$ cat src/hdl/ftm_pkg.sv
// constants for the fan tachometer monitor: port map, indexes, fields, timing
// assumes a 250 MHz core clock and a host that issues byte-wide i/o strobes
package ftm_pkg;
  // configuration port pair addresses
  localparam logic [15:0] FTM_CFG_INDEX_ADDR = 16'h002E;
  localparam logic [15:0] FTM_CFG_DATA_ADDR  = 16'h002F;
  // configuration mode keys written to the index port
  localparam logic [7:0]  FTM_CFG_ENTER_KEY  = 8'h55;
  localparam logic [7:0]  FTM_CFG_EXIT_KEY   = 8'hAA;
  // configuration register indexes
  localparam logic [7:0]  FTM_CFG_LDN_IDX    = 8'h07;
  localparam logic [7:0]  FTM_CFG_BASE_HI    = 8'h60;
  localparam logic [7:0]  FTM_CFG_BASE_LO    = 8'h61;
  // logical device number of the runtime block
  localparam logic [7:0]  FTM_RUNTIME_LDN    = 8'h0A;
  // monitor index port sits at runtime base plus this offset, data port one above
  localparam logic [15:0] FTM_RUNTIME_MONITOR_OFFSET = 16'h0070;
  // monitor register indexes
  localparam logic [7:0]  FTM_FAN_SPEED_COUNT_INDEX     = 8'h28;
  localparam logic [7:0]  FTM_FAN_SPEED_COUNT_HI_INDEX  = 8'h29;
  localparam logic [7:0]  FTM_MONITOR_START_CONTROL_INDEX = 8'h40;
  // field positions and reset values
  localparam int          FTM_START_BIT      = 0;
  localparam logic [7:0]  FTM_START_CTRL_RST = 8'h00;
  localparam logic [15:0] FTM_COUNT_STALLED  = 16'hFFFF;
  localparam logic [2:0]  FTM_EDGES_PER_REV  = 3'h5;
  // timing: reference tick rate derived from the core clock
  localparam longint      FTM_CLK_HZ         = 250_000_000;
  localparam longint      FTM_REF_HZ         = 90_000;
  localparam int          FTM_REF_DIV        = int'(FTM_CLK_HZ / FTM_REF_HZ);
endpackage

$ cat src/hdl/ftm_meas_if.sv
// carrier between the tachometer counter and the register front end
// assumes a single clock domain shared by both ends
`timescale 1ns/1ps
interface ftm_meas_if;
  logic        enable;  // monitoring started
  logic        valid;   // one-cycle pulse: new measurement ready
  logic [15:0] count;   // measured reference periods, saturating
  modport counter (input enable, output valid, output count);
  modport host    (output enable, input valid, input count);
endinterface

$ cat src/hdl/ftm_tach_counter.sv
// tachometer edge counter: counts reference periods across five tach edges
// assumes the tach input is already synchronous to the clock
`timescale 1ns/1ps
module ftm_tach_counter
  import ftm_pkg::*;
#(
  parameter int REF_DIV = FTM_REF_DIV
) (
  input  wire logic  clk_i,
  input  wire logic  rst_i,
  input  wire logic  tach_i,
  ftm_meas_if.counter meas
);
  logic [11:0] div_q;     // reference divider
  logic        tick;      // one reference period elapsed
  logic        tach_q;    // previous tach level
  logic        edge_seen; // any tach transition
  logic [2:0]  edges_q;   // edges in current window
  logic [15:0] cnt_q;     // reference periods in window
  logic        done;      // fifth edge reached
  logic        sat_done;  // saturated with no fifth edge
  logic        valid_q;
  logic [15:0] count_q;

  assign tick      = (div_q == 12'(REF_DIV - 1));
  assign edge_seen = tach_i ^ tach_q;
  assign done      = edge_seen && (edges_q == FTM_EDGES_PER_REV - 3'h1);
  assign sat_done  = tick && (cnt_q == FTM_COUNT_STALLED) && !done;
  assign meas.valid = valid_q;
  assign meas.count = count_q;

  // reference divider, free running
  always_ff @(posedge clk_i) begin
    if (rst_i || tick) begin
      div_q <= 12'h000;
    end else begin
      div_q <= div_q + 12'h001;
    end
  end

  // previous tach level for edge detection
  always_ff @(posedge clk_i) begin
    if (rst_i) begin
      tach_q <= 1'b0;
    end else begin
      tach_q <= tach_i;
    end
  end

  // RULE5: count periods over five edges
  always_ff @(posedge clk_i) begin
    if (rst_i || !meas.enable || done || sat_done) begin
      edges_q <= 3'h0;
    end else if (edge_seen) begin
      edges_q <= edges_q + 3'h1;
    end
  end

  // RULE10: saturate instead of wrapping
  always_ff @(posedge clk_i) begin
    if (rst_i || !meas.enable || done || sat_done) begin
      cnt_q <= 16'h0000;
    end else if (tick && cnt_q != FTM_COUNT_STALLED) begin
      cnt_q <= cnt_q + 16'h0001;
    end
  end

  // publish a finished or stalled measurement
  always_ff @(posedge clk_i) begin
    if (rst_i) begin
      valid_q <= 1'b0;
      count_q <= FTM_COUNT_STALLED;
    end else begin
      valid_q <= meas.enable && (done || sat_done);
      // RULE4: stalled fan reports all ones
      if (meas.enable && sat_done) begin
        count_q <= FTM_COUNT_STALLED;
      end else if (meas.enable && done) begin
        count_q <= cnt_q;
      end
    end
  end

  // counter never wraps from the top value
  a_cnt_no_wrap: assert property (@(posedge clk_i) disable iff (rst_i) // RULE10
    meas.enable && cnt_q == FTM_COUNT_STALLED && !done && !sat_done
      |=> cnt_q == FTM_COUNT_STALLED)
    else $error("count wrapped past its top value");

  // saturation publishes the stalled value
  a_stall_publish: assert property (@(posedge clk_i) disable iff (rst_i) // RULE4
    meas.enable && sat_done |=> valid_q && count_q == FTM_COUNT_STALLED)
    else $error("stalled fan not reported as all ones");

  // fifth edge publishes the window count
  a_fifth_edge: assert property (@(posedge clk_i) disable iff (rst_i) // RULE5
    meas.enable && done && !sat_done |=> valid_q && count_q == $past(cnt_q))
    else $error("window count not published on fifth edge");
endmodule

$ cat src/hdl/ftm_top.sv
// fan tachometer monitor: configuration and runtime port pairs plus count latch
// assumes host i/o strobes are one-cycle pulses synchronous to CLOCK_I
//
// Contract
// RULE1: sixteen-bit speed count read as two bytes
// RULE2: reading one byte freezes the other byte; a measurement landing in the first read's cycle still updates both bytes
// RULE3: host reads low byte before high byte
// RULE4: all ones means fan stationary
// RULE5: count reference periods over five tach edges
// RULE6: start bit zero of index 40h
// RULE7: count low at 28h, high at 29h
// RULE8: 55h enters, AAh leaves configuration mode
// RULE9: base readable at 60h/61h for device 0Ah
// RULE10: counter saturates rather than wrapping
// RULE11: update count after measurement unless held
`timescale 1ns/1ps
module ftm_top
  import ftm_pkg::*;
#(
  parameter logic [15:0] RUNTIME_BASE = 16'h0A00,   // reset runtime base address
  parameter int          REF_DIV      = FTM_REF_DIV  // core clocks per reference period
) (
  input  wire logic        CLOCK_I,
  input  wire logic        RST_I,
  input  wire logic [15:0] IO_ADDR_I,
  input  wire logic [7:0]  IO_WDATA_I,
  input  wire logic        IO_WR_I,
  input  wire logic        IO_RD_I,
  input  wire logic        TACH_I,
  output logic      [7:0]  IO_RDATA_O,
  output logic             MONITOR_ON_O
);
  ftm_meas_if meas ();

  logic        cfg_mode_q;   // configuration mode active
  logic [7:0]  cfg_idx_q;    // configuration index
  logic [7:0]  ldn_q;        // selected logical device
  logic [15:0] base_q;       // runtime register base
  logic [7:0]  mon_idx_q;    // monitor index
  logic [7:0]  start_ctrl_q; // monitor start control register
  logic [15:0] count_q;      // host-visible speed count
  logic        hold_q;       // one byte read, other byte frozen
  logic        first_hi_q;   // the byte read first was the high one
  logic [7:0]  rdata_q;
  logic        wr_cfg_idx, wr_cfg_dat, rd_cfg_dat;
  logic        wr_mon_idx, wr_mon_dat, rd_mon_dat;
  logic        rd_lo, rd_hi;
  logic [15:0] mon_base;

  // address match shared by every port decode
  function automatic logic hit(input logic [15:0] a, input logic [15:0] t);
    return a == t;
  endfunction

  assign mon_base   = base_q + FTM_RUNTIME_MONITOR_OFFSET;
  assign wr_cfg_idx = IO_WR_I && hit(IO_ADDR_I, FTM_CFG_INDEX_ADDR);
  assign wr_cfg_dat = IO_WR_I && cfg_mode_q && hit(IO_ADDR_I, FTM_CFG_DATA_ADDR);
  assign rd_cfg_dat = IO_RD_I && cfg_mode_q && hit(IO_ADDR_I, FTM_CFG_DATA_ADDR);
  assign wr_mon_idx = IO_WR_I && hit(IO_ADDR_I, mon_base);
  assign wr_mon_dat = IO_WR_I && hit(IO_ADDR_I, mon_base + 16'h0001);
  assign rd_mon_dat = IO_RD_I && hit(IO_ADDR_I, mon_base + 16'h0001);
  // RULE7: count byte index decode
  assign rd_lo      = rd_mon_dat && mon_idx_q == FTM_FAN_SPEED_COUNT_INDEX;
  assign rd_hi      = rd_mon_dat && mon_idx_q == FTM_FAN_SPEED_COUNT_HI_INDEX;
  assign meas.enable  = start_ctrl_q[FTM_START_BIT];
  assign MONITOR_ON_O = start_ctrl_q[FTM_START_BIT];
  assign IO_RDATA_O   = rdata_q;

  ftm_tach_counter #(
    .REF_DIV (REF_DIV)
  ) u_counter (
    .clk_i  (CLOCK_I),
    .rst_i  (RST_I),
    .tach_i (TACH_I),
    .meas   (meas.counter)
  );

  // RULE8: key writes open and close configuration
  always_ff @(posedge CLOCK_I) begin
    if (RST_I) begin
      cfg_mode_q <= 1'b0;
    end else if (wr_cfg_idx && IO_WDATA_I == FTM_CFG_ENTER_KEY) begin
      cfg_mode_q <= 1'b1;
    end else if (wr_cfg_idx && IO_WDATA_I == FTM_CFG_EXIT_KEY) begin
      cfg_mode_q <= 1'b0;
    end
  end

  // configuration index and device select
  always_ff @(posedge CLOCK_I) begin
    if (RST_I) begin
      cfg_idx_q <= 8'h00;
      ldn_q     <= 8'h00;
    end else begin
      if (wr_cfg_idx && cfg_mode_q) begin
        cfg_idx_q <= IO_WDATA_I;
      end
      if (wr_cfg_dat && cfg_idx_q == FTM_CFG_LDN_IDX) begin
        ldn_q <= IO_WDATA_I;
      end
    end
  end

  // runtime base, writable while the runtime device is selected
  always_ff @(posedge CLOCK_I) begin
    if (RST_I) begin
      base_q <= RUNTIME_BASE;
    end else if (wr_cfg_dat && ldn_q == FTM_RUNTIME_LDN) begin
      if (cfg_idx_q == FTM_CFG_BASE_HI) begin
        base_q[15:8] <= IO_WDATA_I;
      end else if (cfg_idx_q == FTM_CFG_BASE_LO) begin
        base_q[7:0] <= IO_WDATA_I;
      end
    end
  end

  // monitor index port
  always_ff @(posedge CLOCK_I) begin
    if (RST_I) begin
      mon_idx_q <= 8'h00;
    end else if (wr_mon_idx) begin
      mon_idx_q <= IO_WDATA_I;
    end
  end

  // RULE6: start control written through the data port
  always_ff @(posedge CLOCK_I) begin
    if (RST_I) begin
      start_ctrl_q <= FTM_START_CTRL_RST;
    end else if (wr_mon_dat && mon_idx_q == FTM_MONITOR_START_CONTROL_INDEX) begin
      start_ctrl_q <= IO_WDATA_I;
    end
  end

  // RULE2: first byte read freezes the pair from the next cycle until the other byte
  always_ff @(posedge CLOCK_I) begin
    if (RST_I) begin
      hold_q     <= 1'b0;
      first_hi_q <= 1'b0;
    end else if (!hold_q && (rd_lo || rd_hi)) begin
      hold_q     <= 1'b1;
      first_hi_q <= rd_hi;
    end else if (hold_q && ((rd_hi && !first_hi_q) || (rd_lo && first_hi_q))) begin
      hold_q     <= 1'b0;
    end
  end

  // RULE11: new measurement lands only while unheld
  always_ff @(posedge CLOCK_I) begin
    if (RST_I) begin
      count_q <= FTM_COUNT_STALLED;
    end else if (meas.valid && !hold_q) begin
      count_q <= meas.count;
    end
  end

  // RULE1: read data mux, one byte per access
  always_ff @(posedge CLOCK_I) begin
    if (RST_I) begin
      rdata_q <= 8'h00;
    end else if (rd_cfg_dat) begin
      // RULE9: base bytes visible for the runtime device
      if (ldn_q == FTM_RUNTIME_LDN && cfg_idx_q == FTM_CFG_BASE_HI) begin
        rdata_q <= base_q[15:8];
      end else if (ldn_q == FTM_RUNTIME_LDN && cfg_idx_q == FTM_CFG_BASE_LO) begin
        rdata_q <= base_q[7:0];
      end else if (cfg_idx_q == FTM_CFG_LDN_IDX) begin
        rdata_q <= ldn_q;
      end else begin
        rdata_q <= 8'h00;
      end
    end else if (rd_mon_dat) begin
      if (rd_lo) begin
        rdata_q <= count_q[7:0];
      end else if (rd_hi) begin
        rdata_q <= count_q[15:8];
      end else if (mon_idx_q == FTM_MONITOR_START_CONTROL_INDEX) begin
        rdata_q <= start_ctrl_q;
      end else begin
        rdata_q <= 8'h00;
      end
    end else if (IO_RD_I) begin
      rdata_q <= 8'h00;
    end
  end

  // held count does not move
  a_hold_freezes: assert property (@(posedge CLOCK_I) disable iff (RST_I) // RULE2
    hold_q |=> count_q == $past(count_q))
    else $error("count changed while held");

  // low byte read first arms the latch
  a_low_arms: assert property (@(posedge CLOCK_I) disable iff (RST_I) // RULE3
    !hold_q && rd_lo |=> hold_q && !first_hi_q && IO_RDATA_O == $past(count_q[7:0]))
    else $error("low byte read did not latch the high byte");

  // high byte after low releases and returns the frozen byte
  a_high_release: assert property (@(posedge CLOCK_I) disable iff (RST_I) // RULE1
    hold_q && !first_hi_q && rd_hi |=> !hold_q && IO_RDATA_O == $past(count_q[15:8]))
    else $error("high byte read did not release the latch");

  // unheld measurement is copied next cycle
  a_count_update: assert property (@(posedge CLOCK_I) disable iff (RST_I) // RULE11
    meas.valid && !hold_q |=> count_q == $past(meas.count))
    else $error("measurement not copied to count");

  // start bit follows a data write at the start index
  a_start_write: assert property (@(posedge CLOCK_I) disable iff (RST_I) // RULE6
    wr_mon_dat && mon_idx_q == FTM_MONITOR_START_CONTROL_INDEX
      |=> MONITOR_ON_O == $past(IO_WDATA_I[FTM_START_BIT]))
    else $error("start bit did not follow its write");

  // entry and exit keys
  a_cfg_keys: assert property (@(posedge CLOCK_I) disable iff (RST_I) // RULE8
    wr_cfg_idx |=> cfg_mode_q == ($past(IO_WDATA_I) == FTM_CFG_ENTER_KEY ? 1'b1 :
      ($past(IO_WDATA_I) == FTM_CFG_EXIT_KEY ? 1'b0 : $past(cfg_mode_q))))
    else $error("configuration mode key not honoured");

  // base high byte readable for the runtime device
  a_base_read: assert property (@(posedge CLOCK_I) disable iff (RST_I) // RULE9
    rd_cfg_dat && ldn_q == FTM_RUNTIME_LDN && cfg_idx_q == FTM_CFG_BASE_HI
      |=> IO_RDATA_O == $past(base_q[15:8]))
    else $error("runtime base high byte not returned");
endmodule

$ cat config.mk
export PLATFORM = sky130hd
export DESIGN_NAME = ftm_top
export DESIGN_NICKNAME = d
export VERILOG_FILES = /design/src/hdl/ftm_pkg.sv /design/src/hdl/ftm_meas_if.sv /design/src/hdl/ftm_tach_counter.sv /design/src/hdl/ftm_top.sv
export SDC_FILE = /design/constraint.sdc
export NUM_CORES = 1
export LEC_CHECK = 0
export BUFFER_PORTS_ARGS = -buffer_cell sky130_fd_sc_hd__buf_2
export CORE_MARGIN = 8
export CORE_UTILIZATION = 60
export DETAILED_ROUTE_END_ITERATION = 10
export GPL_TIMING_DRIVEN = 0
export PLACE_DENSITY_LB_ADDON = 0.2
export SLEW_MARGIN = 10
export SYNTH_ARGS = -nofsm -noshare
export SYNTH_HDL_FRONTEND = slang
export SYNTH_SLANG_ARGS = --single-unit
$ cat constraint.sdc
create_clock -name CLOCK_I -period 7.24 [get_ports CLOCK_I]
set_clock_uncertainty 0.15 [all_clocks]
set_input_delay 0.724 -clock CLOCK_I [delete_from_list [all_inputs] [get_ports CLOCK_I]]
set_output_delay 0.724 -clock CLOCK_I [all_outputs]
set_load 0.05 [all_outputs]
==> results of run 1 <==
flip-flops by register name (all words and copies together) (netlist names), 8 cells and up:
name / flops
ldn_q: 8
start_ctrl_q: 8
IO_RDATA_O: 8
mon_idx_q: 8
u_counter.meas.count: 16
cfg_idx_q: 8
base_q: 16
count_q: 16
u_counter.cnt_q: 16
u_counter.div_q: 12
stage by stage:
step	area, um2	hold WS, ns	cells	setup WS [ns]	utilization [%]
detailed placement	6554	0.3057	903	3.090	64.35
CTS	7114	0.2812	935	3.011	69.85
global placement	6554	0.2896	903	3.225	64.35
floorplan	6233	0.2797	737	3.728	-
finish	7127	0.2951	935	2.924	69.98
global route	7127	0.2888	935	2.708	69.98
layout make-up:
cell class	instances	area, um2
clock inverter	13	118.9
timing repair buffer	30	150.1
clock buffer	19	441.7
tap	136	170.2
sequential	124	2482
fill	818	3058
buffer	44	196.4
multi-input combinational	552	3503
inverter	17	63.81
power by group through the flow:
stage	Clock, uW	Combinational [uW]	Sequential, uW
finish	791	66.9	688
global route	833	72.1	688
CTS	800	66.0	688
detailed placement	0	65.6	703
global placement	0	64.0	703
floorplan	0	37.1	707
Yosys cell counts, drive strengths merged, types with 4 or more instances:
cell type	number	share of area, %
nand2	92	5.5
buf	11	1.1
inv	16	0.96
xnor2	30	4.2
a222oi	8	1.3
a21oi	12	0.96
nor3	18	1.8
mux2i	52	8.4
nor2b	6	0.60
nand3	62	5.0
o221a	6	1.1
nor3b	5	0.60
o22ai	4	0.62
nor4	11	1.4
nand2b	5	0.50
dfxtp	124	40
o21ai	10	0.80
ha	7	1.4
nor4b	5	0.70
clkbuf	33	2.0
nor2	107	6.4
and3	19	2.0
or4	5	0.66
xor2	29	4.1
nand4	15	1.5
final timing paths:
| kind | from | endpoint | slack, ns | cells after the start |
|---|---|---|---|---|
| worst max-delay path | base_q[4]$_SDFFE_PP0P_ | start_ctrl_q[7]$_SDFFE_PP0P_ | 2.92 | 14 |
| worst min-delay path | TACH_I | u_counter.tach_q$_SDFF_PP0_ | 0.30 | 2 |
| worst max register to register | base_q[4]$_SDFFE_PP0P_ | start_ctrl_q[7]$_SDFFE_PP0P_ | 2.92 | 14 |
| worst min register to register | u_counter.meas.count[12]$_SDFFE_PP1P_ | count_q[12]$_SDFFE_PP1P_ | 0.32 | 2 |
cells by family (layout without fill, tap and decap cells):
family | after synthesis | count (layout) | share of synthesized area [%]
multiplexers | 53 | 53 | 8.531
AND/OR/NAND/NOR | 364 | 364 | 28.70
XOR/XNOR | 61 | 61 | 9.032
adder cells (fa/ha/maj) | 7 | 7 | 1.405
flip-flops | 124 | 124 | 39.82
buffers and inverters | 61 | 123 | 4.175
AO/OA/AOI/OAI | 67 | 67 | 8.330
worst reg2reg max path, cell delays in order (launching register included):
cell	delay [ns]
dfxtp_1	0.42
buf_2	0.27
inv_1	0.07
ha_1	0.19
buf_2	0.19
xnor2_1	0.15
nor4_2	0.41
xnor2_1	0.11
nor4_1	0.80
nand3_1	0.19
nor4_2	0.52
and3_1	0.23
buf_4	0.19
mux2i_1	0.23
nor2_1	0.06
layer usage:
| layer | track usage [%] | vias to the layer above | share of wire [%] |
|---|---|---|---|
| met2 | 39.98 | 196 | 49 |
| met4 | 12.89 | 0 | 3.5 |
| li1 | - | 2692 | - |
| met1 | 26.25 | 2540 | 41 |
| met5 | 0 | - | 0 |
| met3 | 5.228 | 49 | 6.1 |
==> run summary, run 1 <==
outcome - finished, final reports clean
TritonCTS clock tree - built
Worst Hold Class - input pin to register
DR WL/cell - 17.16 um
Post-Route WL - 16.05 mm
num rows - 37
number of synthesized flops with an enable pin - 0
DRT antenna net count - 0
port buffer count - 30
Final min period - 4.316 ns
final hold vios - 0
routability cong. - 0.9116
Area growth syn-to-layout - 14.33%
n_diodes - 0
clk root buf - clkbuf_8
LEAKAGE - 0.002900 uW
largest net degree at the start of global routing - 17
sequential group share of total power - 44.5%
Max Slew Vio Count - 0
setup bufs post-CTS - 0
Power Total - 1546 uW
CP top delay family - simple AND/OR/NAND/NOR gates
sequential fraction of the synthesis area - 39.82%
fraction of layout cells with a size suffix above 1 - 11.51%
RSZ-0062 raised after global routing - false
antenna violations before repair - 0
Critical Path, Cell by Cell - buf_2 -> inv_1 -> ha_1 -> buf_2 -> xnor2_1 -> nor4_2 -> xnor2_1 -> nor4_1 -> nand3_1 -> nor4_2 -> and3_1 -> buf_4 -> mux2i_1 -> nor2_1
most frequent cells in the layout - dfxtp_1 (124), nor2_1 (107), nand2_1 (92), nand3_1 (62), mux2i_1 (52)
TritonCTS buffer count - 17
vias per inst - 5.858
slew margin rel. - 20.19%
Starting DRT DRC Count - 520
die area - 0.01391 mm2
Initial Utilization - 61.20%
slew of the pin with the lowest slew margin - 1.195 ns
Core Box Area - 0.01018 mm2
Worst EP required - 7.48 ns
Int Power - 1181 uW
gr usage total - 23.29%
WP data arrival - 4.56 ns
commonest non-fill, non-tap cell in the layout - dfxtp_1
Clock Sinks - 124
Sw Pwr - 364.7 uW
number of global-route vias before repair - 5489
die height - 117.9 um
nets@finish - 822
GRT overflow - 0
crit-path max cell delay - 0.80 ns
Clk pwr share - 51.2%
Switching Share - 23.59%
Reg clk slew, reported paths - 0.06 ns
DIE WIDTH - 117.9 um
Syn Area/Cell - 8.458 um2
number of synthesized register bits - 124
post-synthesis instance area - 0.006233 mm2
CP max FO - 10
IO Count - 38
crit end category - register
max_cap viols - 0
first-pass GRT wire length - 26.63 mm
clk_lat worst skew - 0.53 ns
part of the cycle the worst path needs - 59.61%
fmax - 0.2317 GHz
vias - 5477
Combinational Power Share - 4.3%
H-Tree Depth - 4
setup_tns - 0 ns
Mapped Nets - 773
Crit-path slowest cell - nor4_1
1st-pass router iterations - 8
predominant post-synthesis flop cell - dfxtp_1
Synth warnings - 0
Syn Inst Count - 737
Max IR drop VDD - 0.1814 mV
PD cells - 216.9 mW/mm2
FFs w/ async S/R, synth - 0%
crit start category - register
Post-DP HPWL - 11.52 mm
Setup-failing EPs final - 0
# DRC - 0
CTS Buffer Depth - 2
synth unique cells - 69
critical path type - register to register
post-CTS resize count - 0
Worst Path Buf+Inv - 4
# hold bufs at CTS - 0
Note: power is estimated with default switching activity, not from simulation.
==> run 2: changes to the inputs <==
- ABC_AREA: default -> 1
- clock period: 7.24 -> 4.1 ns (I/O delays scaled with it)
==> run summary, run 2 <==
CTS Buffer Depth - 2 (unchanged)
gr usage total - 25.12% (was 23.29%)
slew margin rel. - 46.51% (was 20.19%)
outcome - finished, final reports clean (unchanged)
slew of the pin with the lowest slew margin - 0.7962 ns (was 1.195 ns)
RSZ-0062 raised after global routing - false (unchanged)
1st-pass router iterations - 5 (was 8)
LEAKAGE - 0.003410 uW (was 0.002900 uW)
Core Box Area - 0.01142 mm2 (was 0.01018 mm2)
mux cell area share after synthesis - 0% (was 8.531%)
setup bufs post-CTS - 0 (unchanged)
Reg clk slew, reported paths - 0.05 ns (was 0.06 ns)
Combinational Power Share - 4.8% (was 4.3%)
TritonCTS buffer count - 17 (unchanged)
Final min period - 3.369 ns (was 4.316 ns)
clk root buf - clkbuf_16 (was clkbuf_8)
predominant post-synthesis flop cell - dfxtp_1 (unchanged)
# DRC - 0 (unchanged)
DIE WIDTH - 124.0 um (was 117.9 um)
Post-DP HPWL - 13.90 mm (was 11.52 mm)
Post-Synth Simple-Gate Area - 37.93% (was 28.70%)
TritonCTS clock tree - built (unchanged)
part of the cycle the worst path needs - 82.16% (was 59.61%)
setup_tns - 0 ns (unchanged)
FFs w/ async S/R, synth - 0% (unchanged)
Starting DRT DRC Count - 597 (was 520)
final hold vios - 0 (unchanged)
Worst EP required - 4.26 ns (was 7.48 ns)
Max Slew Vio Count - 0 (unchanged)
DR WL/cell - 14.95 um (was 17.16 um)
Switching Share - 20.55% (was 23.59%)
H-Tree Depth - 4 (unchanged)
Post-Route WL - 18.57 mm (was 16.05 mm)
dpl cells - 1212 (was 903)
Clock Sinks - 124 (unchanged)
routability cong. - 0.9275 (was 0.9116)
number of global-route vias before repair - 6450 (was 5489)
most frequent cell after synthesis - nand2_1 (was dfxtp_1)
post-CTS resize count - 0 (unchanged)
number of synthesized register bits - 124 (unchanged)
PD cells - 375.2 mW/mm2 (was 216.9 mW/mm2)
synth top area cells - dfxtp_1 (35%), nand2_1 (13%), inv_1 (7.3%), nand3_1 (5.6%), nor2_1 (5.2%) (was dfxtp_1 (40%), mux2i_1 (8.4%), nor2_1 (6.4%), nand2_1 (5.5%), nand3_1 (5.0%))
number of synthesized flops with an enable pin - 0 (unchanged)
Synth top area share - 35.45% (was 39.82%)
fmax - 0.2969 GHz (was 0.2317 GHz)
nets@finish - 1124 (was 822)
commonest cells in the netlist - nand2_1 (249), inv_1 (136), dfxtp_1 (124) (was dfxtp_1 (124), nor2_1 (107), nand2_1 (92))
cell taking the most area after synthesis - dfxtp_1 (unchanged)
Worst Hold Class - input pin to register (unchanged)
Syn Area/Cell - 6.779 um2 (was 8.458 um2)
DRT antenna net count - 0 (unchanged)
die area - 0.01538 mm2 (was 0.01391 mm2)
fraction of layout cells with a size suffix above 1 - 12.47% (was 11.51%)
vias - 6999 (was 5477)
clk_lat worst skew - 0.42 ns (was 0.53 ns)
first-pass GRT wire length - 30.55 mm (was 26.63 mm)
vias per inst - 5.635 (was 5.858)
crit start category - register (unchanged)
Max IR drop VDD - 0.3456 mV (was 0.1814 mV)
Syn Inst Count - 1033 (was 737)
num rows - 39 (was 37)
die height - 124.0 um (was 117.9 um)
Synth Area in Compound Gates - 14.78% (was 8.330%)
most frequent cells in the layout - nand2_1 (249), inv_1 (136), dfxtp_1 (124), nor2_1 (97), nand3_1 (78) (was dfxtp_1 (124), nor2_1 (107), nand2_1 (92), nand3_1 (62), mux2i_1 (52))
GRT overflow - 0 (unchanged)
antenna violations before repair - 0 (unchanged)
crit end category - register (unchanged)
Initial Utilization - 61.33% (was 61.20%)
commonest non-fill, non-tap cell in the layout - nand2_1 (was dfxtp_1)
sequential fraction of the synthesis area - 35.45% (was 39.82%)
main combinational cell family by area after synthesis - simple AND/OR/NAND/NOR gates (unchanged)
post-synthesis instance area - 0.007003 mm2 (was 0.006233 mm2)
IO Count - 38 (unchanged)
Sw Pwr - 617.7 uW (was 364.7 uW)
Clk pwr share - 54.6% (was 51.2%)
port buffer count - 36 (was 30)
Synth Area in XOR/XNOR - 0.8755% (was 9.033%)
largest net degree at the start of global routing - 17 (unchanged)
Mapped Nets - 1069 (was 773)
WP data arrival - 3.53 ns (was 4.56 ns)
Post-Layout Cell Count - 1242 (was 935)
sequential group share of total power - 40.5% (was 44.5%)
Setup-failing EPs final - 0 (unchanged)
Int Power - 2388 uW (was 1181 uW)
n_diodes - 0 (unchanged)
critical path type - register to register (unchanged)
synth unique cells - 44 (was 69)
Area growth syn-to-layout - 14.38% (was 14.33%)
Adder-Cell Fraction of Synth Area - 1.251% (was 1.405%)
CP max FO - 10 (unchanged)
max_cap viols - 0 (unchanged)
# hold bufs at CTS - 0 (unchanged)
Synth warnings - 0 (unchanged)
## run 2: metal layers
layer  up-vias  share of wire [%]  GRT usage [%]
met5         -                  0              0
li1       3561                  -              -
met4         0                4.0          13.83
met1      3131                 42          29.09
met3        49                6.6          5.440
met2       258                 48          42.52
## run 2: cell type report
cell class,instances,area [um2]
sequential,124,2482
multi-input combinational,734,3840
tap,143,178.9
clock buffer,23,488.0
buffer,30,136.4
fill,985,3408
clock inverter,7,160.2
inverter,145,544.3
timing repair buffer,36,180.2
## run 2: power by group through the flow
stage / combinational (uW) / sequential [uW] / clock, uW
detailed placement: 143 / 1240 / 0
CTS: 144 / 1220 / 1650
global route: 159 / 1220 / 1710
global placement: 142 / 1240 / 0
floorplan: 75.8 / 1260 / 0
finish: 145 / 1220 / 1640
## run 2: critical path: stages, from the launching register on
cell      delay (ns)
dfxtp_1         0.44
inv_2           0.14
ha_1            0.31
inv_2           0.11
nor2_1          0.05
nor2_1          0.21
nand3_1         0.10
nand2_1         0.07
nand2_1         0.09
xor2_1          0.32
nand3_1         0.24
nor4_4          0.47
buf_2           0.31
nor2_1          0.06
a211oi_1        0.20
## run 2: per-stage QoR
step / worst slack (ns) / area [um2] / total power [uW] / hold slack [ns] / util [%]
2_1_floorplan: 1.398 / 7003 / 1331 / 0.2737 / -
3_3_place_gp: 0.8879 / 7362 / 1384 / 0.2837 / 64.48
3_5_place_dp: 0.7793 / 7362 / 1386 / 0.2959 / 64.48
4_1_cts: 0.7590 / 8010 / 3011 / 0.05921 / 70.15
5_1_grt: 0.4695 / 8010 / 3082 / 0.1050 / 70.15
6_report: 0.7313 / 8010 / 3005 / 0.06905 / 70.15
## run 2: cell families (layout without fill, tap and decap cells)
| group | after synthesis | in the layout |
|---|---|---|
| compound gates | 162 | 162 |
| xor+xnor | 7 | 7 |
| fa+ha+maj | 7 | 7 |
| buf+inv | 175 | 241 |
| flops | 124 | 124 |
| simple gates | 558 | 558 |
## run 2: final timing paths
kind	start	cells past startpoint	end	slack, ns
max	base_q[4]$_SDFFE_PP0P_	14	mon_idx_q[6]$_SDFFE_PP0P_	0.73
min	TACH_I	3	u_counter.tach_q$_SDFF_PP0_	0.07
max reg2reg	base_q[4]$_SDFFE_PP0P_	14	mon_idx_q[6]$_SDFFE_PP0P_	0.73
min reg2reg	cfg_idx_q[4]$_SDFFE_PP0P_	2	cfg_idx_q[4]$_SDFFE_PP0P_	0.30
==> run 3: changes to the inputs <==
- CORE_UTILIZATION: 60 -> 56
- clock period: 4.1 -> 2.98 ns (I/O delays scaled with it)
==> run summary, run 3 (synthesis results as in run 2) <==
CP top delay family - simple AND/OR/NAND/NOR gates (unchanged)
TritonCTS buffer count - 17 (unchanged)
# DRC - 0 (unchanged)
num rows - 41 (was 39)
Worst Hold Class - input pin to register (unchanged)
crit end category - register (unchanged)
die area - 0.01634 mm2 (was 0.01538 mm2)
gr usage total - 22.90% (was 25.12%)
Layout Utilization - 65.21% (was 70.15%)
final hold vios - 0 (unchanged)
CP max FO - 8 (was 10)
critical path type - register to register (unchanged)
Core Box Area - 0.01241 mm2 (was 0.01142 mm2)
Final min period - 2.795 ns (was 3.369 ns)
fin worst setup slack - 0.1848 ns (was 0.7313 ns)
Post-Layout Cell Count - 1277 (was 1242)
vias per inst - 5.417 (was 5.635)
Post-Route WL - 18.33 mm (was 18.57 mm)
clk_lat worst skew - 0.41 ns (was 0.42 ns)
n_diodes - 0 (unchanged)
Worst Path Buf+Inv - 1 (was 3)
Setup-failing EPs final - 0 (unchanged)
crit-path max cell delay - 0.40 ns (was 0.47 ns)
max_cap viols - 0 (unchanged)
flop-to-flop setup slack - 0.18 ns (was 0.73 ns)
Reg clk slew, reported paths - 0.05 ns (about the same)
TritonCTS clock tree - built (unchanged)
fraction of layout cells with a size suffix above 1 - 15.02% (was 12.47%)
WHS Path Cells - 3 (unchanged)
crit start category - register (unchanged)
DP Worst Slack - -0.2535 ns (was 0.7793 ns)
Clock Sinks - 124 (unchanged)
number of global-route vias before repair - 6350 (was 6450)
WP data arrival - 2.94 ns (was 3.53 ns)
Worst Reg2Reg Path Length in Cells - 17 (was 14)
fmax - 0.3578 GHz (was 0.2969 GHz)
Critical Path, Cell by Cell - ha_2 -> nand4_1 -> nor2_4 -> nand3_2 -> nor2_4 -> nand2_1 -> nand2_1 -> nand2_2 -> nor2_4 -> nand3_4 -> nor2_8 -> nand3_4 -> buf_8 -> nor2_2 -> nor2_1 -> nand2_1 -> a21oi_2 (was inv_2 -> ha_1 -> inv_2 -> nor2_1 -> nor2_1 -> nand3_1 -> nand2_1 -> nand2_1 -> xor2_1 -> nand3_1 -> nor4_4 -> buf_2 -> nor2_1 -> a211oi_1)
beginning of the worst hold path - IO_WDATA_I[2] (was TACH_I)
dpl cells - 1241 (was 1212)
DIE WIDTH - 127.8 um (was 124.0 um)
largest net degree at the start of global routing - 17 (unchanged)
Starting DRT DRC Count - 436 (was 597)
Min-Delay Endpoint - start_ctrl_q[2]$_SDFFE_PP0P_ (was u_counter.tach_q$_SDFF_PP0_)
LEAKAGE - 0.003400 uW (was 0.003410 uW)
FF-to-FF End - IO_RDATA_O[2]$_SDFFE_PP0P_ (was mon_idx_q[6]$_SDFFE_PP0P_)
Worst EP required - 3.12 ns (was 4.26 ns)
slew of the pin with the lowest slew margin - 0.8108 ns (was 0.7962 ns)
Post-DP HPWL - 13.84 mm (was 13.90 mm)
1st-pass router iterations - 5 (unchanged)
Max Slew Vio Count - 0 (unchanged)
H-Tree Depth - 4 (unchanged)
slew margin rel. - 45.53% (was 46.51%)
commonest non-fill, non-tap cell in the layout - nand2_1 (unchanged)
antenna violations before repair - 1 (was 0)
CTS Buffer Depth - 2 (unchanged)
Crit-path slowest cell - dfxtp_2 (was nor4_4)
DR WL/cell - 14.35 um (was 14.95 um)
routability cong. - 0.9373 (was 0.9275)
Area growth syn-to-layout - 15.60% (was 14.38%)
PD cells - 450.7 mW/mm2 (was 375.2 mW/mm2)
Initial Utilization - 56.41% (was 61.33%)
first-pass GRT wire length - 30.21 mm (was 30.55 mm)
nets@finish - 1132 (was 1124)
part of the cycle the worst path needs - 93.80% (was 82.16%)
DRT antenna net count - 0 (unchanged)
clk root buf - clkbuf_16 (unchanged)
die height - 127.8 um (was 124.0 um)
outcome - finished, final reports clean (unchanged)
vias - 6918 (was 6999)
GRT overflow - 0 (unchanged)
IO Count - 38 (unchanged)
most frequent cells in the layout - nand2_1 (239), inv_1 (136), dfxtp_1 (119), nor2_1 (90), nand3_1 (77) (was nand2_1 (249), inv_1 (136), dfxtp_1 (124), nor2_1 (97), nand3_1 (78))
Max IR drop VDD - 0.3763 mV (was 0.3456 mV)
port buffer count - 36 (unchanged)
r2r startpoint - base_q[0]$_SDFFE_PP0P_ (was base_q[4]$_SDFFE_PP0P_)
-- run 3: cell count changes in the layout (fill, tap and decap cells not counted), sizes merged --
cell | previous run | this run
buf | 44 | 50
bufinv | 5 | 0
clkbuf | 45 | 48
clkinv | 5 | 6
dlygate4sd3 | 0 | 1
-- run 3: cell type report --
type	instances	area [um2]
inverter	145	551.8
clock inverter	3	15.01
sequential	124	2491
buffer	30	140.1
clock buffer	25	485.5
timing repair buffer	44	260.3
multi-input combinational	734	3936
fill	1134	4319
tap	172	215.2
-- run 3: per-layer routing --
layer | vias to the layer above | wire [um] | GRT usage, %
met5 | - | 8 | 0
met2 | 194 | 8637 | 39.23
met1 | 3088 | 7987 | 26.99
met4 | 2 | 662 | 10.07
met3 | 61 | 1029 | 4.867
li1 | 3573 | - | -
-- run 3: timing repair --
action | in CTS | in global routing
gates resized for setup | 5 | 32
hold buffers | 1 | 0
pin swaps | 2 | 13
gates cloned | 0 | 1
endpoints found under the setup margin | 26 | 30
hold endpoints to repair | 1 | 0
setup buffers | 2 | 4
-- run 3: through the flow --
stage | hold slack [ns] | power, uW | TNS [ns] | area, um2
floorplan | 0.2737 | 1831 | 0 | 7003
global placement | 0.2846 | 1906 | -3.284 | 7398
detailed placement | 0.2930 | 1907 | -3.724 | 7398
CTS | 0.08094 | 3660 | 0 | 7943
global route | 0.1009 | 3765 | -0.003549 | 8095
finish | 0.09228 | 3649 | 0 | 8095
-- run 3: worst max path at each step --
| stage | start | endpoint | cells after the start |
|---|---|---|---|
| after detailed placement | base_q[4]$_SDFFE_PP0P_ | mon_idx_q[6]$_SDFFE_PP0P_ | 13 |
| final | base_q[0]$_SDFFE_PP0P_ | IO_RDATA_O[2]$_SDFFE_PP0P_ | 17 |
| after CTS | base_q[0]$_SDFFE_PP0P_ | IO_RDATA_O[3]$_SDFFE_PP0P_ | 17 |
| after global placement | base_q[4]$_SDFFE_PP0P_ | mon_idx_q[6]$_SDFFE_PP0P_ | 13 |
| after floorplan | base_q[4]$_SDFFE_PP0P_ | IO_RDATA_O[3]$_SDFFE_PP0P_ | 21 |
| after global routing | base_q[4]$_SDFFE_PP0P_ | IO_RDATA_O[3]$_SDFFE_PP0P_ | 21 |
-- run 3: power by group --
part | internal, uW | switching, uW | total [uW]
Clock | 1100 | 667 | 1770
Combinational | 57.8 | 146 | 204
Sequential | 1670 | 6.64 | 1680
Total | 2830 | 820 | 3650
-- run 3: worst register-to-register path: stages (launching register included) --
cell,delay (ns)
dfxtp_2,0.40
ha_2,0.26
nand4_1,0.18
nor2_4,0.20
nand3_2,0.11
nor2_4,0.16
nand2_1,0.06
nand2_1,0.10
nand2_2,0.09
nor2_4,0.14
nand3_4,0.11
nor2_8,0.17
nand3_4,0.13
buf_8,0.17
nor2_2,0.06
nor2_1,0.05
nand2_1,0.10
a21oi_2,0.06
